## src/rtl/rtc_window_pkg.sv

```systemverilog
package rtc_window_pkg;

    // Register word indices; the byte address is four times the index.
    localparam int IDX_ALARM_LOW  = 32'h0000_0F8E;
    localparam int IDX_ALARM_HIGH = 32'h0000_0F8F;
    localparam int IDX_TIME_LOW   = 32'h0000_0F98;
    localparam int IDX_TIME_HIGH  = 32'h0000_0F99;
    localparam int IDX_CONTROL    = 32'h0000_0F80;
    localparam int BYTES_PER_WORD = 4;
    localparam int MIN_ADDR_W     = 14;

    // Window pointer codes.
    localparam logic [1:0] PTR_00 = 2'h0;
    localparam logic [1:0] PTR_01 = 2'h1;
    localparam logic [1:0] PTR_10 = 2'h2;
    localparam logic [1:0] PTR_11 = 2'h3;

    // Control register field positions.
    localparam int CTL_TPTR_LSB   = 0;
    localparam int CTL_APTR_LSB   = 2;
    localparam int CTL_UNLOCK_BIT = 4;

    // Reset values of control state and of the stored value bytes.
    localparam logic [1:0] PTR_RESET    = 2'h0;
    localparam logic       UNLOCK_RESET = 1'h0;
    localparam logic [7:0] VALUE_RESET  = 8'h00;

    // Storage slots behind the windows.
    localparam int NUM_SLOTS = 11;
    localparam logic [3:0] SLOT_SECOND   = 4'h0;
    localparam logic [3:0] SLOT_MINUTE   = 4'h1;
    localparam logic [3:0] SLOT_HOUR     = 4'h2;
    localparam logic [3:0] SLOT_WEEKDAY  = 4'h3;
    localparam logic [3:0] SLOT_DAY      = 4'h4;
    localparam logic [3:0] SLOT_MONTH    = 4'h5;
    localparam logic [3:0] SLOT_YEAR     = 4'h6;
    localparam logic [3:0] SLOT_A_HOUR   = 4'h7;
    localparam logic [3:0] SLOT_A_WEEKDAY = 4'h8;
    localparam logic [3:0] SLOT_A_DAY    = 4'h9;
    localparam logic [3:0] SLOT_A_MONTH  = 4'hA;

    // Implemented bits of each slot, indexed by slot number.
    localparam logic [7:0] MASK_SECOND  = 8'h7F;
    localparam logic [7:0] MASK_MINUTE  = 8'h7F;
    localparam logic [7:0] MASK_HOUR    = 8'h3F;
    localparam logic [7:0] MASK_WEEKDAY = 8'h07;
    localparam logic [7:0] MASK_DAY     = 8'h3F;
    localparam logic [7:0] MASK_MONTH   = 8'h1F;
    localparam logic [7:0] MASK_YEAR    = 8'hFF;
    localparam logic [10:0][7:0] SLOT_MASK = {MASK_MONTH, MASK_DAY, MASK_WEEKDAY, MASK_HOUR,
                                              MASK_YEAR, MASK_MONTH, MASK_DAY, MASK_WEEKDAY,
                                              MASK_HOUR, MASK_MINUTE, MASK_SECOND};

endpackage

```

## src/rtl/rtc_value_window.sv

```systemverilog
`timescale 1ns/1ps
module rtc_value_window #(
    parameter int ADDR_W = 14
) (
    input  wire logic              clock,
    input  wire logic              reset,
    input  wire logic [ADDR_W-1:0] address,
    input  wire logic              read,
    input  wire logic              write,
    input  wire logic [31:0]       writedata,
    input  wire logic [3:0]        byteenable,
    output logic      [31:0]       readdata,
    output logic                   waitrequest
);

    // The windows sit above the control word, so narrower buses cannot reach them.
    if (ADDR_W < rtc_window_pkg::MIN_ADDR_W) begin : g_addr_check
        $error("ADDR_W too small for the register map.");
    end

    localparam logic [ADDR_W-1:0] ADDR_ALARM_LOW  =
        ADDR_W'(rtc_window_pkg::IDX_ALARM_LOW * rtc_window_pkg::BYTES_PER_WORD);
    localparam logic [ADDR_W-1:0] ADDR_ALARM_HIGH =
        ADDR_W'(rtc_window_pkg::IDX_ALARM_HIGH * rtc_window_pkg::BYTES_PER_WORD);
    localparam logic [ADDR_W-1:0] ADDR_TIME_LOW   =
        ADDR_W'(rtc_window_pkg::IDX_TIME_LOW * rtc_window_pkg::BYTES_PER_WORD);
    localparam logic [ADDR_W-1:0] ADDR_TIME_HIGH  =
        ADDR_W'(rtc_window_pkg::IDX_TIME_HIGH * rtc_window_pkg::BYTES_PER_WORD);
    localparam logic [ADDR_W-1:0] ADDR_CONTROL    =
        ADDR_W'(rtc_window_pkg::IDX_CONTROL * rtc_window_pkg::BYTES_PER_WORD);

    logic        waitrequest_ff;
    logic [31:0] readdata_ff;
    logic [1:0]  time_window_pointer_ff;
    logic [1:0]  alarm_window_pointer_ff;
    logic        value_write_unlock_ff;
    logic [7:0]  value_ff [0:rtc_window_pkg::NUM_SLOTS-1];

    logic        access_done;
    logic        write_done;
    logic        slot_hit;
    logic [3:0]  slot_sel;
    logic [31:0] nxt_readdata;
    logic [1:0]  nxt_time_window_pointer;
    logic [1:0]  nxt_alarm_window_pointer;
    logic [7:0]  wr_byte;

    assign readdata    = readdata_ff;
    assign waitrequest = waitrequest_ff;

    // Only the low byte lane reaches the value bytes and the control fields.
    assign wr_byte     = writedata[7:0];

    // A request completes at the edge where the slave already shows waitrequest low.
    assign access_done = (read || write) && !waitrequest_ff;
    assign write_done  = write && !waitrequest_ff && byteenable[0];

    // Map the addressed window and its pointer onto a storage slot.
    always_comb begin
        slot_hit = 1'b0;
        slot_sel = rtc_window_pkg::SLOT_SECOND;
        if (address == ADDR_TIME_LOW) begin
            slot_hit = 1'b1;
            case (time_window_pointer_ff)
                rtc_window_pkg::PTR_00: slot_sel = rtc_window_pkg::SLOT_SECOND;
                rtc_window_pkg::PTR_01: slot_sel = rtc_window_pkg::SLOT_HOUR;
                rtc_window_pkg::PTR_10: slot_sel = rtc_window_pkg::SLOT_DAY;
                default:                slot_sel = rtc_window_pkg::SLOT_YEAR;
            endcase
        end else if (address == ADDR_TIME_HIGH) begin
            case (time_window_pointer_ff)
                rtc_window_pkg::PTR_00: begin
                    slot_hit = 1'b1;
                    slot_sel = rtc_window_pkg::SLOT_MINUTE;
                end
                rtc_window_pkg::PTR_01: begin
                    slot_hit = 1'b1;
                    slot_sel = rtc_window_pkg::SLOT_WEEKDAY;
                end
                rtc_window_pkg::PTR_10: begin
                    slot_hit = 1'b1;
                    slot_sel = rtc_window_pkg::SLOT_MONTH;
                end
                default: slot_hit = 1'b0;
            endcase
        end else if (address == ADDR_ALARM_LOW) begin
            case (alarm_window_pointer_ff)
                rtc_window_pkg::PTR_01: begin
                    slot_hit = 1'b1;
                    slot_sel = rtc_window_pkg::SLOT_A_HOUR;
                end
                rtc_window_pkg::PTR_10: begin
                    slot_hit = 1'b1;
                    slot_sel = rtc_window_pkg::SLOT_A_DAY;
                end
                default: slot_hit = 1'b0;
            endcase
        end else if (address == ADDR_ALARM_HIGH) begin
            case (alarm_window_pointer_ff)
                rtc_window_pkg::PTR_01: begin
                    slot_hit = 1'b1;
                    slot_sel = rtc_window_pkg::SLOT_A_WEEKDAY;
                end
                rtc_window_pkg::PTR_10: begin
                    slot_hit = 1'b1;
                    slot_sel = rtc_window_pkg::SLOT_A_MONTH;
                end
                default: slot_hit = 1'b0;
            endcase
        end
    end

    // Read data: selected slot, control word, or zero for anything unmapped.
    always_comb begin
        nxt_readdata = 32'h0000_0000;
        if (slot_hit) begin
            nxt_readdata[7:0] = value_ff[slot_sel] & rtc_window_pkg::SLOT_MASK[slot_sel];
        end else if (address == ADDR_CONTROL) begin
            nxt_readdata[rtc_window_pkg::CTL_TPTR_LSB +: 2] = time_window_pointer_ff;
            nxt_readdata[rtc_window_pkg::CTL_APTR_LSB +: 2] = alarm_window_pointer_ff;
            nxt_readdata[rtc_window_pkg::CTL_UNLOCK_BIT]    = value_write_unlock_ff;
        end
    end

    // One wait cycle per request; waitrequest returns high right after completion.
    always_ff @(posedge clock or posedge reset) begin
        if (reset) begin
            waitrequest_ff <= 1'b1;
        end else begin
            waitrequest_ff <= !((read || write) && waitrequest_ff);
        end
    end

    // Read data is captured while waiting, before the pointer can move.
    always_ff @(posedge clock or posedge reset) begin
        if (reset) begin
            readdata_ff <= 32'h0000_0000;
        end else if (read && waitrequest_ff) begin
            readdata_ff <= nxt_readdata;
        end
    end

    // Unlock bit; the protective unlock sequence lives outside this block.
    always_ff @(posedge clock or posedge reset) begin
        if (reset) begin
            value_write_unlock_ff <= rtc_window_pkg::UNLOCK_RESET;
        end else if (write_done && address == ADDR_CONTROL) begin
            value_write_unlock_ff <= writedata[rtc_window_pkg::CTL_UNLOCK_BIT];
        end
    end

    // Pointers step down after each high window access and hold at 00.
    always_comb begin
        nxt_time_window_pointer  = time_window_pointer_ff;
        nxt_alarm_window_pointer = alarm_window_pointer_ff;
        if (write_done && address == ADDR_CONTROL) begin
            nxt_time_window_pointer  = writedata[rtc_window_pkg::CTL_TPTR_LSB +: 2];
            nxt_alarm_window_pointer = writedata[rtc_window_pkg::CTL_APTR_LSB +: 2];
        end else if (access_done && address == ADDR_TIME_HIGH &&
                     time_window_pointer_ff != rtc_window_pkg::PTR_00) begin
            nxt_time_window_pointer = time_window_pointer_ff - 2'h1;
        end else if (access_done && address == ADDR_ALARM_HIGH &&
                     alarm_window_pointer_ff != rtc_window_pkg::PTR_00) begin
            nxt_alarm_window_pointer = alarm_window_pointer_ff - 2'h1;
        end
    end

    always_ff @(posedge clock or posedge reset) begin
        if (reset) begin
            time_window_pointer_ff  <= rtc_window_pkg::PTR_RESET;
            alarm_window_pointer_ff <= rtc_window_pkg::PTR_RESET;
        end else begin
            time_window_pointer_ff  <= nxt_time_window_pointer;
            alarm_window_pointer_ff <= nxt_alarm_window_pointer;
        end
    end

    // Each slot stores only its implemented bits, so unused bits can never read back set.
    // A locked write still completes on the bus; it just leaves the value alone.
    generate
        for (genvar g = 0; g < rtc_window_pkg::NUM_SLOTS; g++) begin : g_slot
            always_ff @(posedge clock or posedge reset) begin
                if (reset) begin
                    value_ff[g] <= rtc_window_pkg::VALUE_RESET;
                end else if (write_done && slot_hit && slot_sel == 4'(g) && value_write_unlock_ff) begin
                    value_ff[g] <= writedata[7:0] & rtc_window_pkg::SLOT_MASK[g];
                end
            end
        end
    endgenerate

    // Stored fields keep their unused upper bits clear.
    a_month_bits: assert property (@(posedge clock) disable iff (reset)
        value_ff[rtc_window_pkg::SLOT_MONTH][7:5] == 3'h0)
        else $error("Month upper bits set.");
    a_day_bits: assert property (@(posedge clock) disable iff (reset)
        value_ff[rtc_window_pkg::SLOT_DAY][7:6] == 2'h0)
        else $error("Day upper bits set.");
    a_weekday_bits: assert property (@(posedge clock) disable iff (reset)
        value_ff[rtc_window_pkg::SLOT_WEEKDAY][7:3] == 5'h00)
        else $error("Weekday upper bits set.");
    a_hour_bits: assert property (@(posedge clock) disable iff (reset)
        value_ff[rtc_window_pkg::SLOT_HOUR][7:6] == 2'h0)
        else $error("Hour upper bits set.");
    a_minute_bits: assert property (@(posedge clock) disable iff (reset)
        value_ff[rtc_window_pkg::SLOT_MINUTE][7] == 1'b0)
        else $error("Minute bit 7 set.");
    a_second_bits: assert property (@(posedge clock) disable iff (reset)
        value_ff[rtc_window_pkg::SLOT_SECOND][7] == 1'b0)
        else $error("Second bit 7 set.");
    a_alarm_bits: assert property (@(posedge clock) disable iff (reset)
        value_ff[rtc_window_pkg::SLOT_A_MONTH][7:5] == 3'h0 &&
        value_ff[rtc_window_pkg::SLOT_A_DAY][7:6] == 2'h0 &&
        value_ff[rtc_window_pkg::SLOT_A_HOUR][7:6] == 2'h0)
        else $error("Alarm upper bits set.");

    // Unlocked writes store the written byte, cut to the implemented bits of the slot.
    a_year_write: assert property (@(posedge clock) disable iff (reset)
        (write_done && value_write_unlock_ff && address == ADDR_TIME_LOW && time_window_pointer_ff == 2'h3)
        |=> (value_ff[rtc_window_pkg::SLOT_YEAR] == $past(wr_byte)))
        else $error("Year write not stored.");
    a_second_write: assert property (@(posedge clock) disable iff (reset)
        (write_done && value_write_unlock_ff && address == ADDR_TIME_LOW && time_window_pointer_ff == 2'h0)
        |=> (value_ff[rtc_window_pkg::SLOT_SECOND] == ($past(wr_byte) & rtc_window_pkg::MASK_SECOND)))
        else $error("Seconds write not stored.");
    a_hour_write: assert property (@(posedge clock) disable iff (reset)
        (write_done && value_write_unlock_ff && address == ADDR_TIME_LOW && time_window_pointer_ff == 2'h1)
        |=> (value_ff[rtc_window_pkg::SLOT_HOUR] == ($past(wr_byte) & rtc_window_pkg::MASK_HOUR)))
        else $error("Hours write not stored.");
    a_minute_write: assert property (@(posedge clock) disable iff (reset)
        (write_done && value_write_unlock_ff && address == ADDR_TIME_HIGH && time_window_pointer_ff == 2'h0)
        |=> (value_ff[rtc_window_pkg::SLOT_MINUTE] == ($past(wr_byte) & rtc_window_pkg::MASK_MINUTE)))
        else $error("Minutes write not stored.");
    a_weekday_write: assert property (@(posedge clock) disable iff (reset)
        (write_done && value_write_unlock_ff && address == ADDR_TIME_HIGH && time_window_pointer_ff == 2'h1)
        |=> (value_ff[rtc_window_pkg::SLOT_WEEKDAY] == ($past(wr_byte) & rtc_window_pkg::MASK_WEEKDAY)))
        else $error("Weekday write not stored.");
    a_month_write: assert property (@(posedge clock) disable iff (reset)
        (write_done && value_write_unlock_ff && address == ADDR_TIME_HIGH && time_window_pointer_ff == 2'h2)
        |=> (value_ff[rtc_window_pkg::SLOT_MONTH] == ($past(wr_byte) & rtc_window_pkg::MASK_MONTH)))
        else $error("Month write not stored.");
    a_alarm_day_write: assert property (@(posedge clock) disable iff (reset)
        (write_done && value_write_unlock_ff && address == ADDR_ALARM_LOW && alarm_window_pointer_ff == 2'h2)
        |=> (value_ff[rtc_window_pkg::SLOT_A_DAY] == ($past(wr_byte) & rtc_window_pkg::MASK_DAY)))
        else $error("Alarm day write not stored.");

    // The unlock bit follows each control write that reaches the low lane.
    a_unlock_set: assert property (@(posedge clock) disable iff (reset)
        (write_done && address == ADDR_CONTROL && wr_byte[rtc_window_pkg::CTL_UNLOCK_BIT])
        |=> value_write_unlock_ff)
        else $error("Unlock bit not set.");
    a_unlock_clear: assert property (@(posedge clock) disable iff (reset)
        (write_done && address == ADDR_CONTROL && !wr_byte[rtc_window_pkg::CTL_UNLOCK_BIT])
        |=> !value_write_unlock_ff)
        else $error("Unlock bit not cleared.");

    // A read of the low time window at pointer 11 returns the year.
    a_year_read: assert property (@(posedge clock) disable iff (reset)
        (read && waitrequest_ff && address == ADDR_TIME_LOW && time_window_pointer_ff == 2'h3)
        |=> (readdata_ff == {24'h000000, value_ff[rtc_window_pkg::SLOT_YEAR]}))
        else $error("Year not shown in low time window.");

    // High time window reads zero in the reserved position.
    a_reserved_zero: assert property (@(posedge clock) disable iff (reset)
        (read && waitrequest_ff && address == ADDR_TIME_HIGH && time_window_pointer_ff == 2'h3)
        |=> (readdata_ff == 32'h0000_0000))
        else $error("Reserved time byte not zero.");

    // Alarm windows hold no byte at pointers 00 and 11, so they read zero there.
    a_alarm_empty: assert property (@(posedge clock) disable iff (reset)
        (read && waitrequest_ff && (address == ADDR_ALARM_LOW || address == ADDR_ALARM_HIGH) &&
         (alarm_window_pointer_ff == 2'h0 || alarm_window_pointer_ff == 2'h3))
        |=> (readdata_ff == 32'h0000_0000))
        else $error("Empty alarm byte not zero.");

    // Locked writes leave the year, month, day, hour and weekday values untouched.
    a_time_locked: assert property (@(posedge clock) disable iff (reset)
        (write_done && !value_write_unlock_ff &&
         (address == ADDR_TIME_LOW || address == ADDR_TIME_HIGH))
        |=> ($stable(value_ff[rtc_window_pkg::SLOT_YEAR]) && $stable(value_ff[rtc_window_pkg::SLOT_MONTH]) &&
             $stable(value_ff[rtc_window_pkg::SLOT_DAY]) && $stable(value_ff[rtc_window_pkg::SLOT_HOUR]) &&
             $stable(value_ff[rtc_window_pkg::SLOT_WEEKDAY])))
        else $error("Locked time write changed a value.");

    // Locked writes leave the alarm values untouched.
    a_alarm_locked: assert property (@(posedge clock) disable iff (reset)
        (write_done && !value_write_unlock_ff &&
         (address == ADDR_ALARM_LOW || address == ADDR_ALARM_HIGH))
        |=> ($stable(value_ff[rtc_window_pkg::SLOT_A_MONTH]) && $stable(value_ff[rtc_window_pkg::SLOT_A_DAY]) &&
             $stable(value_ff[rtc_window_pkg::SLOT_A_HOUR]) &&
             $stable(value_ff[rtc_window_pkg::SLOT_A_WEEKDAY])))
        else $error("Locked alarm write changed a value.");

    // The pointers step down by exactly one after a high window access, except at 00 where they hold.
    a_time_ptr_step: assert property (@(posedge clock) disable iff (reset)
        (access_done && address == ADDR_TIME_HIGH)
        |=> (time_window_pointer_ff == (($past(time_window_pointer_ff) == 2'h0) ? 2'h0 :
                                        $past(time_window_pointer_ff) - 2'h1)))
        else $error("Time pointer did not step down.");
    a_alarm_ptr_step: assert property (@(posedge clock) disable iff (reset)
        (access_done && address == ADDR_ALARM_HIGH)
        |=> (alarm_window_pointer_ff == (($past(alarm_window_pointer_ff) == 2'h0) ? 2'h0 :
                                         $past(alarm_window_pointer_ff) - 2'h1)))
        else $error("Alarm pointer did not step down.");

    // Pointers move only on a high window access or a control write; a stray step would skip a byte.
    a_tptr_hold: assert property (@(posedge clock) disable iff (reset)
        (!(access_done && address == ADDR_TIME_HIGH) && !(write_done && address == ADDR_CONTROL))
        |=> $stable(time_window_pointer_ff))
        else $error("Time pointer moved without an access.");
    a_aptr_hold: assert property (@(posedge clock) disable iff (reset)
        (!(access_done && address == ADDR_ALARM_HIGH) && !(write_done && address == ADDR_CONTROL))
        |=> $stable(alarm_window_pointer_ff))
        else $error("Alarm pointer moved without an access.");

    // Every request sees waitrequest low one edge after it is first seen.
    a_wait_answer: assert property (@(posedge clock) disable iff (reset)
        ((read || write) && waitrequest_ff) |=> !waitrequest_ff ##1 waitrequest_ff)
        else $error("Bus answer timing wrong.");

    // Waitrequest rests high, so every request waits exactly once.
    a_wait_idle: assert property (@(posedge clock) disable iff (reset)
        (!read && !write) |=> waitrequest_ff)
        else $error("Waitrequest low without a request.");

    // Read data carries one byte and stands until the next read is seen.
    a_rdata_upper: assert property (@(posedge clock) disable iff (reset)
        readdata_ff[31:8] == 24'h000000)
        else $error("Read data upper bits set.");
    a_rdata_hold: assert property (@(posedge clock) disable iff (reset)
        !(read && waitrequest_ff) |=> $stable(readdata_ff))
        else $error("Read data changed without a read.");

endmodule

```

## config.mk

```make
export PLATFORM = sky130hd
export DESIGN_NAME = rtc_value_window
export DESIGN_NICKNAME = d
export VERILOG_FILES = /design/src/rtl/rtc_window_pkg.sv /design/src/rtl/rtc_value_window.sv
export SDC_FILE = /design/constraint.sdc
export NUM_CORES = 1
export LEC_CHECK = 0
export BUFFER_PORTS_ARGS = -buffer_cell sky130_fd_sc_hd__buf_2
export CELL_PAD_IN_SITES_DETAIL_PLACEMENT = 2
export CELL_PAD_IN_SITES_GLOBAL_PLACEMENT = 2
export CORE_AREA = 2 2 107 109
export DETAILED_ROUTE_END_ITERATION = 6
export DIE_AREA = 0 0 109 111
export HOLD_SLACK_MARGIN = 0.12
export PLACE_DENSITY_LB_ADDON = 0.1
export SLEW_MARGIN = 15
export SYNTH_ARGS = -nofsm -noshare
export SYNTH_HDL_FRONTEND = slang
export SYNTH_SLANG_ARGS = --single-unit
```

## constraint.sdc

```tcl
create_clock -name clock -period 3.5 [get_ports clock]
set_input_delay 0.175 -clock clock [delete_from_list [all_inputs] [get_ports clock]]
set_output_delay 0.175 -clock clock [all_outputs]
set_load 0.005 [all_outputs]
```

==> results.ini <==
[floorplan]
pin_count=87
die_w_um=109
coreArea_um2=11100
rows=39
die_h_um=111
start_util_pct=37.6
die_area_um2=12100

[sta]
setup_viol=0
relSlewSlack_pct=37.6
fin_worst_skew_ns=0.00497
post-route-min-period_ns=2.99
fmax_mhz=335
rsz0062_at_grt=no
finalWorstSetupSlack_ns=0.512
setup_tns_ns=0
worst_pin_slew_ns=0.936
finalHoldViolCount=0
drv_slew=0
finalCritPeriodShare_pct=85.4

[clock_network]
clock-sinks=76
cts_setup_buffers=0
root_buffer=clkbuf_16
cts_tree=done
cts_max_level=3
cts_inserted_buffers=9
clk_pin_slew_ns=0.06
clockBufferDepth=2
clk_latency_ns=0.35
ctsResizeCount=0

[detailed_routing]
firstDrtPassIters=4
wl_per_cell_um=20.8
routed_wl_um=11400
drt_iter0_markers=90
via_per_inst=5.26
drc=0
final_antenna_net_count=0
vias=2879

[placement]
routabilityCongestion=0.779
portBuffers=35
dpl_worst_slack_ns=0.512
hpwl_um=8340

[final_layout]
drive_gt1_share_pct=37.1
layout_commonest_cell=dfrtp_1
nNetsFinal=461
num_antenna_cells=0
final_cell_mix=dfrtp_1 (75), mux2_2 (66), buf_2 (35)
fillCellCount=1139
final_util_pct=43.0
syn_to_final_growth_pct=14.3

[grt]
grt-ovfl-total=0
grt_first_pass_wirelength_um=18800
grt_use_met2_pct=34.4
grt_pass1_vias=3252
antenna_found_initial=0
gr-usage-all-layers_pct=21.2
use_met1_pct=27.9
gr-usage-met3_pct=5.29
grt_max_degree=45
busiest_layer=met2

[setup_path]
cp_cell_sequence=ha_1, nor2b_1, o21ai_0, a21oi_2, nand2_1, or3_1, mux2_4
path_buf_inv=0
slowest_delay_ns=0.65
crit_fanout=14
worstSetupStartpointType=flop
critPathKind=reg2reg
endpoint_kind=flop
slowest_stage=a21oi_2
worstPathArrival_ns=3.22
crit_required_ns=3.74
crit_family=simple AND/OR/NAND/NOR gates

[synthesis]
yosysSeqAreaShare_pct=45.7
ys_ff_latch=76
postSynthCellCount=356
synth_edf_count=0
synth_warnings=0
syn_area_per_cell_um2=11.7
synth.distinct_cells=58
ys.flop_type=dfrtp_1
ys_async_sr_fraction_pct=100
netlist_area_um2=4170

[pwr]
power-per-cell-area_nw_per_um2=407
leakage_nw=2.26
power_w=0.00194
clock_power_share_pct=49.8
p_int_w=0.00150
max-vdd-ir-drop_v=0.000261
combPwrFrac_pct=4.5
swShare_pct=22.7
switchingPower_w=0.000440
power_frac_seq_pct=45.6

[status]
outcome=finished clean

[job]
max-cap-violations=0

[hold_path]
hp-class=in2reg

## cell usage after synthesis (all sizes together), types with 2 or more instances
cell	count	share of area, %
a21o	2	0.36
or4	2	0.36
clkbuf	8	0.75
buf	33	5.9
ha	8	2.4
nand2	32	2.9
or3b	2	0.54
dfrtp	75	45
mux4	7	3.9
inv	6	0.54
a31oi	4	0.60
or3	3	0.45
nor2	16	1.4
nor2b	2	0.30
a311oi	3	0.63
and3	2	0.30
o31ai	2	0.36
mux2i	6	1.4
a21oi	19	2.5
or2	3	0.51
mux2	68	19
o211ai	2	0.36
o21ai	12	1.4
nor3	11	2.1
xnor2	2	0.42
nand4	2	0.30
nand3	4	0.48
and2	2	0.30
## stage by stage
| stage | instances | cell area [um^2] | hold slack (ns) |
|---|---|---|---|
| finish | 547 | 4760 | 0.174 |
| global route | 547 | 4760 | 0.196 |
| CTS | 547 | 4760 | 0.171 |
| detailed placement | 526 | 4410 | 0.399 |
| global placement | 526 | 4410 | 0.375 |
| floorplan | 379 | 4250 | 0.238 |
## kinds of logic (layout without fill, tap and decap cells)
| kind of cell | count (synthesis) | count (layout) | share of synthesized area [%] |
|---|---|---|---|
| adders and majority gates | 8 | 8 | 2.40 |
| buffers and inverters | 47 | 72 | 7.14 |
| xor gates and xnor gates | 2 | 2 | 0.420 |
| and+or+nand+nor | 89 | 89 | 12.1 |
| other | 1 | 24 | 0.0900 |
| AOI/OAI and AO/OA | 52 | 52 | 8.32 |
| DFF | 76 | 76 | 45.7 |
| muxes | 81 | 81 | 23.9 |
## layer usage
layer / routed length (um) / up-vias
met4: 165 / 0
li1: - / 1323
met2: 5700 / 51
met1: 5090 / 1493
met3: 448 / 12
met5: 0 / -
## worst paths after layout
check | start | to | slack, ns | cells after the start
setup / recovery | time_window_pointer_ff[1] | value_ff[50] | 0.51 | 7
hold reg to reg | readdata[7] | readdata[7] | 0.48 | 2
setup reg to reg | time_window_pointer_ff[1] | value_ff[50] | 0.51 | 7
min in group asynchronous | reset | value_ff[78] | 0.58 | 3
max in group asynchronous | reset | alarm_window_pointer_ff[1] | 1.83 | 5
hold / removal | writedata[5] | value_ff[37] | 0.17 | 2
## worst register-to-register path, cell delays in order, from the launching register on
cell     delay [ns]
dfrtp_1        0.46
ha_1           0.22
nor2b_1        0.19
o21ai_0        0.13
a21oi_2        0.66
nand2_1        0.29
or3_1          0.57
mux2_4         0.37
## flip-flops by register name, indices dropped and copies added, names as in the netlist
register,count
readdata,8
time_window_pointer_ff,2
value_write_unlock_ff,1
value_ff,62
waitrequest,1
alarm_window_pointer_ff,2
## power groups by stage
stage	clock [W]	combinational, W	sequential [W]
2_1_floorplan	0	0.0000659	0.000899
3_3_place_gp	0	0.0000824	0.000900
3_5_place_dp	0	0.0000842	0.000900
4_1_cts	0.000989	0.0000906	0.000883
5_1_grt	0.00102	0.000102	0.000883
6_report	0.000965	0.0000879	0.000883
## cell type report
cell class	count	area, um^2	share of cell area [%]
clock buffers	12	256	5.39
clock inverters	4	47.5	0.998
inverters	6	22.5	0.473
multi-input cells	256	2050	43.1
flip-flops and latches	76	1900	40.0
well taps	143	179	3.76
repair buffers	50	300	6.31
## what timing repair did
item / 4_1_cts / 5_1_grt
hold buffers: 5 / 0
endpoints found under the setup margin: 0 / 0
hold endpoints to repair: 48 / 0
(Power assumes the default switching activity.)
